## config.mk

```make
export PLATFORM = sky130hd
export DESIGN_NAME = i2c_control_mode_clock_select
export DESIGN_NICKNAME = d
export VERILOG_FILES = /design/src/logic/i2c_ctl_pkg.sv /design/src/logic/i2c_control_mode_clock_select.sv
export SDC_FILE = /design/constraint.sdc
export NUM_CORES = 1
export LEC_CHECK = 0
export BUFFER_PORTS_ARGS = -buffer_cell sky130_fd_sc_hd__clkbuf_2
export CAP_MARGIN = 20
export CORE_MARGIN = 4
export CORE_UTILIZATION = 45
export DETAILED_ROUTE_END_ITERATION = 8
export GPL_ROUTABILITY_DRIVEN = 0
export PLACE_DENSITY = 0.68
export SLEW_MARGIN = 20
export SYNTH_ARGS = -nofsm -noshare
export SYNTH_HDL_FRONTEND = slang
export SYNTH_SLANG_ARGS = --single-unit
```

## constraint.sdc

```tcl
create_clock -name i_clk_sys -period 9.2 [get_ports i_clk_sys]
set_clock_uncertainty 0.05 [all_clocks]
set_input_delay 0 -clock i_clk_sys [delete_from_list [all_inputs] [get_ports i_clk_sys]]
set_output_delay 0 -clock i_clk_sys [all_outputs]
set_load 0.01 [all_outputs]
```

## src/logic/i2c_ctl_pkg.sv

```systemverilog
`default_nettype none

package i2c_ctl_pkg;

    // ************************************************************
    // Register map
    // ************************************************************
    localparam logic [7:0] BUS_CONTROL_A_OFFSET = 8'h00;
    localparam logic [7:0] BUS_CONTROL_A_RESET = 8'h00;

    // ************************************************************
    // Field positions of bus_control_a
    // ************************************************************
    localparam int INTERFACE_ENABLE_POS = 7;
    localparam int NEXT_RECEPTION_DISABLE_POS = 6;
    localparam int MASTER_SLAVE_SELECT_POS = 5;
    localparam int TRANSMIT_RECEIVE_SELECT_POS = 4;
    localparam int CLOCK_SELECT_LSB = 0;
    localparam int CLOCK_SELECT_MSB = 3;

    // ************************************************************
    // Operating modes, master/slave bit above transmit/receive bit
    // ************************************************************
    localparam logic [1:0] MODE_SLAVE_RX = 2'h0;
    localparam logic [1:0] MODE_SLAVE_TX = 2'h1;
    localparam logic [1:0] MODE_MASTER_RX = 2'h2;
    localparam logic [1:0] MODE_MASTER_TX = 2'h3;

    // ************************************************************
    // Serial clock divisors in system clock cycles, by select code
    // ************************************************************
    localparam logic [8:0] DIVISOR_TABLE [16] = '{
        9'h01c, 9'h028, 9'h030, 9'h040, 9'h0a8, 9'h064, 9'h070, 9'h080,
        9'h038, 9'h050, 9'h060, 9'h080, 9'h150, 9'h0c8, 9'h0e0, 9'h100
    };

    typedef enum logic [1:0] {
        PHASE_IDLE,
        PHASE_LOW,
        PHASE_HIGH
    } scl_phase_t;

endpackage : i2c_ctl_pkg

`default_nettype wire
```

## src/logic/i2c_control_mode_clock_select.sv

```systemverilog
`timescale 1ns/1ps
`default_nettype none

module i2c_control_mode_clock_select
    import i2c_ctl_pkg::*;
(
    input wire logic i_clk_sys,
    input wire logic i_reset_n,
    input wire logic [7:0] i_addr,
    input wire logic [7:0] i_wdata,
    input wire logic i_wr_en,
    input wire logic i_rd_en,
    output logic [7:0] o_rdata,
    input wire logic i_arb_lost,
    input wire logic i_rx_data_read,
    input wire logic i_scl_hold_low,
    input wire logic i_sda_drive_low,
    output logic o_bus_drive,
    output logic [1:0] o_mode,
    output logic o_reception_start,
    output logic o_reception_refused,
    output logic o_scl_tick,
    output logic o_scl_o,
    output logic o_scl_oe,
    output logic o_sda_o,
    output logic o_sda_oe
);

    // ************************************************************
    // Helpers
    // ************************************************************
    function automatic logic [8:0] clock_divisor(input logic [3:0] code);
        clock_divisor = DIVISOR_TABLE[code];
    endfunction : clock_divisor

    logic interface_enable;
    logic next_reception_disable;
    logic master_slave_select;
    logic transmit_receive_select;
    logic [3:0] clock_select;
    logic ctl_write;
    logic ctl_read;
    logic run;
    logic [8:0] divisor;
    logic [8:0] half_divisor;
    logic [8:0] count;
    scl_phase_t phase;

    assign ctl_write = i_wr_en && (i_addr == BUS_CONTROL_A_OFFSET);
    assign ctl_read = i_rd_en && (i_addr == BUS_CONTROL_A_OFFSET);
    assign run = interface_enable && master_slave_select;
    assign divisor = clock_divisor(clock_select);
    assign half_divisor = {1'b0, divisor[8:1]};
    assign o_mode = {master_slave_select, transmit_receive_select};

    // ************************************************************
    // Control register fields
    // ************************************************************
    always_ff @(posedge i_clk_sys)
    begin
        if (!i_reset_n)
        begin
            interface_enable <= BUS_CONTROL_A_RESET[INTERFACE_ENABLE_POS];
            next_reception_disable <= BUS_CONTROL_A_RESET[NEXT_RECEPTION_DISABLE_POS];
            clock_select <= BUS_CONTROL_A_RESET[CLOCK_SELECT_MSB:CLOCK_SELECT_LSB];
        end
        else if (ctl_write)
        begin
            interface_enable <= i_wdata[INTERFACE_ENABLE_POS];
            next_reception_disable <= i_wdata[NEXT_RECEPTION_DISABLE_POS];
            clock_select <= i_wdata[CLOCK_SELECT_MSB:CLOCK_SELECT_LSB];
        end
    end

    // Arbitration loss beats a software write in the same cycle: the bus
    // has already been handed over, so master mode must not be re-entered.
    always_ff @(posedge i_clk_sys)
    begin
        if (!i_reset_n)
        begin
            master_slave_select <= BUS_CONTROL_A_RESET[MASTER_SLAVE_SELECT_POS];
            transmit_receive_select <= BUS_CONTROL_A_RESET[TRANSMIT_RECEIVE_SELECT_POS];
        end
        else if (i_arb_lost && master_slave_select)
        begin
            master_slave_select <= 1'b0;
            transmit_receive_select <= 1'b0;
        end
        else if (ctl_write)
        begin
            master_slave_select <= i_wdata[MASTER_SLAVE_SELECT_POS];
            transmit_receive_select <= i_wdata[TRANSMIT_RECEIVE_SELECT_POS];
        end
    end

    // ************************************************************
    // Register read port
    // ************************************************************
    always_ff @(posedge i_clk_sys)
    begin
        if (!i_reset_n)
        begin
            o_rdata <= 8'h00;
        end
        else if (ctl_read)
        begin
            o_rdata <= {interface_enable, next_reception_disable, master_slave_select,
                        transmit_receive_select, clock_select};
        end
        else
        begin
            o_rdata <= 8'h00;
        end
    end

    // ************************************************************
    // Next reception after a receive-data read
    // ************************************************************
    always_ff @(posedge i_clk_sys)
    begin
        if (!i_reset_n)
        begin
            o_reception_start <= 1'b0;
            o_reception_refused <= 1'b0;
        end
        else
        begin
            o_reception_start <= interface_enable && !transmit_receive_select
                && i_rx_data_read && !next_reception_disable;
            o_reception_refused <= interface_enable && !transmit_receive_select
                && i_rx_data_read && next_reception_disable;
        end
    end

    // ************************************************************
    // Serial clock divider
    // ************************************************************
    // Held idle outside master mode, so a slave never times the bus itself.
    always_ff @(posedge i_clk_sys)
    begin
        if (!i_reset_n || !run)
        begin
            count <= 9'h000;
            phase <= PHASE_IDLE;
        end
        else
        begin
            unique case (phase)
                PHASE_IDLE:
                begin
                    count <= 9'h000;
                    phase <= PHASE_LOW;
                end
                PHASE_LOW:
                begin
                    count <= count + 9'h001;
                    if (count >= half_divisor - 9'h001)
                    begin
                        phase <= PHASE_HIGH;
                    end
                end
                PHASE_HIGH:
                begin
                    // A divisor written mid-period at or below the count ends the period at once
                    if (count >= divisor - 9'h001)
                    begin
                        count <= 9'h000;
                        phase <= PHASE_LOW;
                    end
                    else
                    begin
                        count <= count + 9'h001;
                    end
                end
            endcase
        end
    end

    always_ff @(posedge i_clk_sys)
    begin
        if (!i_reset_n)
        begin
            o_scl_tick <= 1'b0;
        end
        else
        begin
            o_scl_tick <= run && (phase == PHASE_HIGH) && (count >= divisor - 9'h001);
        end
    end

    // ************************************************************
    // Open-drain pins
    // ************************************************************
    // Outputs only ever pull low; high comes from the bus pull-ups.
    always_ff @(posedge i_clk_sys)
    begin
        if (!i_reset_n)
        begin
            o_bus_drive <= 1'b0;
            o_scl_o <= 1'b0;
            o_scl_oe <= 1'b0;
            o_sda_o <= 1'b0;
            o_sda_oe <= 1'b0;
        end
        else
        begin
            o_bus_drive <= interface_enable;
            o_scl_o <= 1'b0;
            o_sda_o <= 1'b0;
            o_scl_oe <= interface_enable
                && ((run && phase == PHASE_LOW) || i_scl_hold_low);
            o_sda_oe <= interface_enable && i_sda_drive_low;
        end
    end

    // ************************************************************
    // Checks
    // ************************************************************
    logic [8:0] tick_gap;
    logic [3:0] prev_select;
    logic gap_unsettled;

    always_ff @(posedge i_clk_sys)
    begin
        if (!i_reset_n)
        begin
            tick_gap <= 9'h000;
            prev_select <= 4'h0;
            gap_unsettled <= 1'b1;
        end
        else
        begin
            prev_select <= clock_select;
            if (o_scl_tick)
            begin
                tick_gap <= 9'h001;
            end
            else if (tick_gap != 9'h1ff)
            begin
                tick_gap <= tick_gap + 9'h001;
            end
            if (!run || clock_select != prev_select)
            begin
                gap_unsettled <= 1'b1;
            end
            else if (o_scl_tick)
            begin
                gap_unsettled <= 1'b0;
            end
        end
    end

    property p_halted_idle;
        @(posedge i_clk_sys) disable iff (!i_reset_n)
        !interface_enable |=> !o_scl_tick && !o_reception_start && !o_bus_drive;
    endproperty
    a_halted_idle: assert property (p_halted_idle)
        else $error("halted module still active");

    property p_enable_drive;
        @(posedge i_clk_sys) disable iff (!i_reset_n)
        interface_enable |=> o_bus_drive;
    endproperty
    a_enable_drive: assert property (p_enable_drive)
        else $error("enabled module not in bus drive state");

    property p_rx_restart;
        @(posedge i_clk_sys) disable iff (!i_reset_n)
        (i_rx_data_read && interface_enable && !transmit_receive_select)
            |=> (o_reception_start == !$past(next_reception_disable))
                && (o_reception_refused == $past(next_reception_disable));
    endproperty
    a_rx_restart: assert property (p_rx_restart)
        else $error("next reception decision wrong");

    property p_mode_write;
        @(posedge i_clk_sys) disable iff (!i_reset_n)
        (ctl_write && !i_arb_lost) |=> o_mode == $past(i_wdata[5:4]);
    endproperty
    a_mode_write: assert property (p_mode_write)
        else $error("mode pair not taken from write");

    property p_arb_lost;
        @(posedge i_clk_sys) disable iff (!i_reset_n)
        (i_arb_lost && master_slave_select) |=> o_mode == MODE_SLAVE_RX;
    endproperty
    a_arb_lost: assert property (p_arb_lost)
        else $error("arbitration loss did not enter slave receive");

    property p_slave_no_clock;
        @(posedge i_clk_sys) disable iff (!i_reset_n)
        !master_slave_select |=> !o_scl_tick && phase == PHASE_IDLE;
    endproperty
    a_slave_no_clock: assert property (p_slave_no_clock)
        else $error("serial clock runs in slave mode");

    property p_period_low_set;
        @(posedge i_clk_sys) disable iff (!i_reset_n)
        (o_scl_tick && !gap_unsettled && !clock_select[3]) |-> tick_gap == divisor;
    endproperty
    a_period_low_set: assert property (p_period_low_set)
        else $error("serial clock period wrong, low set");

    property p_period_high_set;
        @(posedge i_clk_sys) disable iff (!i_reset_n)
        (o_scl_tick && !gap_unsettled && clock_select[3]) |-> tick_gap == divisor;
    endproperty
    a_period_high_set: assert property (p_period_high_set)
        else $error("serial clock period wrong, high set");

    property p_halted_released;
        @(posedge i_clk_sys) disable iff (!i_reset_n)
        !interface_enable ##1 !interface_enable |-> !o_scl_oe && !o_sda_oe;
    endproperty
    a_halted_released: assert property (p_halted_released)
        else $error("halted module pulls a bus line low");

endmodule : i2c_control_mode_clock_select

`default_nettype wire

```

==> metrics.cfg <==
[clock_tree]
root_buffer = clkbuf_8
post_cts_buffers = 0
cts.htree.levels = 2
clkTransAtPathRegs_ns = 0.07
insertion_delay_ns = 0.28
cts_buffers = 5
postCtsResizedCells = 0
clock_sinks = 33
cts_tree = yes
hold_buffers = 13
cts_buffer_depth = 2

[global_routing]
grt_use_total_pct = 15.7
grt_pass1_wl_mm = 6.93
antenna_found_initial = 0
first_global_vias = 1531
grt_max_degree = 20
overflow = 0

[sta]
slew_headroom_pct = 56.5
hold_ws_ns = 0.0295
slew_violations = 0
fmax_mhz = 278
setup_tns_ns = 0
rsz0062_at_grt = no
worst_slew_pin_slew_ns = 0.652
finalCriticalPeriod_ns = 3.60
finalSetupViolCount = 0
period_share_pct = 39.1
hold_viol = 0

[worst_setup_path]
worstPathRequired_ns = 9.33
cp_max_fo = 11
crit_type = register to register
end_kind = register
worstPathArrival_ns = 3.73
start_kind = register

[floorplanning]
fp.dieH_um = 75.3
pin_count = 42
core_area_um2 = 4380
die-area_um2 = 5680
die_w_um = 75.3
start_util_pct = 46.5
rows = 24

[placement]
portBuffers = 39
placed_area_um2 = 2240
dp.cells = 308
dp_hpwl_mm = 3.12

[finish]
area_growth_pct = 21.6
nFillCells = 406
nets = 318
fin_cells = 329
multi_input_area_um2 = 1280
regArea_um2 = 661
drive_gt1_share_pct = 22.0
finalCoreUtilization_pct = 56.6
fin_area_um2 = 2480
insertedDiodeCount = 0

[pwr]
ir_worst_vdd_uv = 46.3
pwr-share-clk_pct = 46.8
p_leak_nw = 1.06
p_int_mw = 0.231
power.switching_mw = 0.0586
swShare_pct = 20.2
pwr-share-comb_pct = 3.9
powerDensity_nw_per_um2 = 117
power_frac_seq_pct = 49.3

[logic_synthesis]
synth_warnings = 0
ys_seq_elements = 33
synth_top_cells_by_count = dfxtp_1 (33), ha_1 (18), nor2_1 (18), nand2_1 (13)
synth.distinct_cells = 54
synth_area_um2 = 2040
synth_enable_flop_cells = 0
post-synth-top-count-cell = dfxtp_1
synth_top_area_cell = dfxtp_1
synthArstFlopShare_pct = 0
synth.area.top_cells = dfxtp_1 (32%), ha_1 (11%), mux2i_1 (4.9%)
postSynthCellCount = 225
yosys.area.top_type_share_pct = 32.4
synth_ff_type = dfxtp_1
yosysSeqAreaShare_pct = 32.4
syn_area_per_cell_um2 = 9.07

[route]
ant_nets = 0
firstDrtPassIters = 4
num_vias = 1697
finalWirelength_mm = 4.09
drt_iter0_drc = 72
drc = 0
via_per_inst = 5.16
post_drt_wl_per_cell_um = 12.4

[status]
status = complete, no violations

[run]
cap_viol_max_count = 0

[worst_hold_path]
min_path_type = input pin to register

-- sequential cells by signal (all words and copies together), names as in the netlist --
signal,cells
count,9
o_rdata,8
clock_select,4
phase,2
interface_enable,1
master_slave_select,1
next_reception_disable,1
o_bus_drive,1
o_reception_refused,1
o_reception_start,1
o_scl_oe,1
o_scl_tick,1
o_sda_oe,1
transmit_receive_select,1
-- cell families after synthesis --
logic type      count (synthesis)  synth area share [%]
flops                          33                  32.4
fa+ha+maj                      19                  11.6
mux                            12                  6.56
buf+inv                        19                  5.21
xor+xnor                       12                  5.52
compound gates                 39                  14.3
other cells                     1                 0.184
simple gates                   90                  24.2
-- critical path, cell delays in order (launching register included) --
cell       delay (ns)
dfxtp_1          0.52
inv_1            0.18
ha_1             0.26
a211oi_1         0.35
nor2_1           0.08
mux2_2           0.29
ha_1             0.27
o21ai_0          0.07
a21oi_1          0.05
o21ai_0          0.14
nand2b_1         0.08
maj3_2           0.29
a221o_1          0.37
nand3_2          0.10
a21oi_4          0.11
a2111oi_2        0.28
-- routing by layer --
layer / vias to the layer above / track usage (%) / routed length, um / part of all wire [%]
li1: 896 / - / - / -
met1: 776 / 19.9 / 1900 / 47
met2: 20 / 26.7 / 1990 / 49
met3: 5 / 3.17 / 132 / 3.2
met4: 0 / 5.24 / 61 / 1.5
met5: - / 0 / 0 / 0
-- power by group through the flow --
stage               Sequential, mW  Combinational (mW)  Clock, mW
CTS                          0.143              0.0111      0.139
detailed placement           0.146             0.00739          0
global route                 0.143              0.0122      0.146
floorplan                    0.146             0.00297          0
global placement             0.146             0.00728          0
finish                       0.143              0.0112      0.136
-- through the flow --
step                setup WS [ns]  total power [mW]
CTS                          5.59             0.293
detailed placement           5.61             0.154
finish                       5.60             0.290
global route                 5.28             0.301
floorplan                    5.88             0.149
global placement             5.69             0.153
-- placed cells by master (no fill, tap or decap), types with 8 or more instances in the layout --
cell / instances
clkbuf_2: 39
dfxtp_1: 33
nor2_1: 18
ha_1: 18
nand2_1: 13
dlygate4sd3_1: 13
mux2i_1: 10
and2_1: 10
inv_1: 10
a21oi_1: 9
nor3_1: 9
nor2b_1: 8
-- worst paths after layout --
path | end | startpoint | cells after the start | slack (ns)
max | phase[1] | clock_select[1] | 15 | 5.60
min | next_reception_disable | i_reset_n | 2 | 0.03
max reg2reg | phase[1] | clock_select[1] | 15 | 5.60
min reg2reg | o_reception_start | next_reception_disable | 1 | 0.43
-- final cells by class --
cell class / instances / share of cell area, %
clock buffers: 5 / 2.77
clock inverters: 3 / 1.87
multi-input cells: 174 / 51.5
flip-flops and latches: 33 / 26.6
repair buffers: 52 / 13.1
inverters: 10 / 1.51
well taps: 52 / 2.62
(Power assumes the default switching activity.)
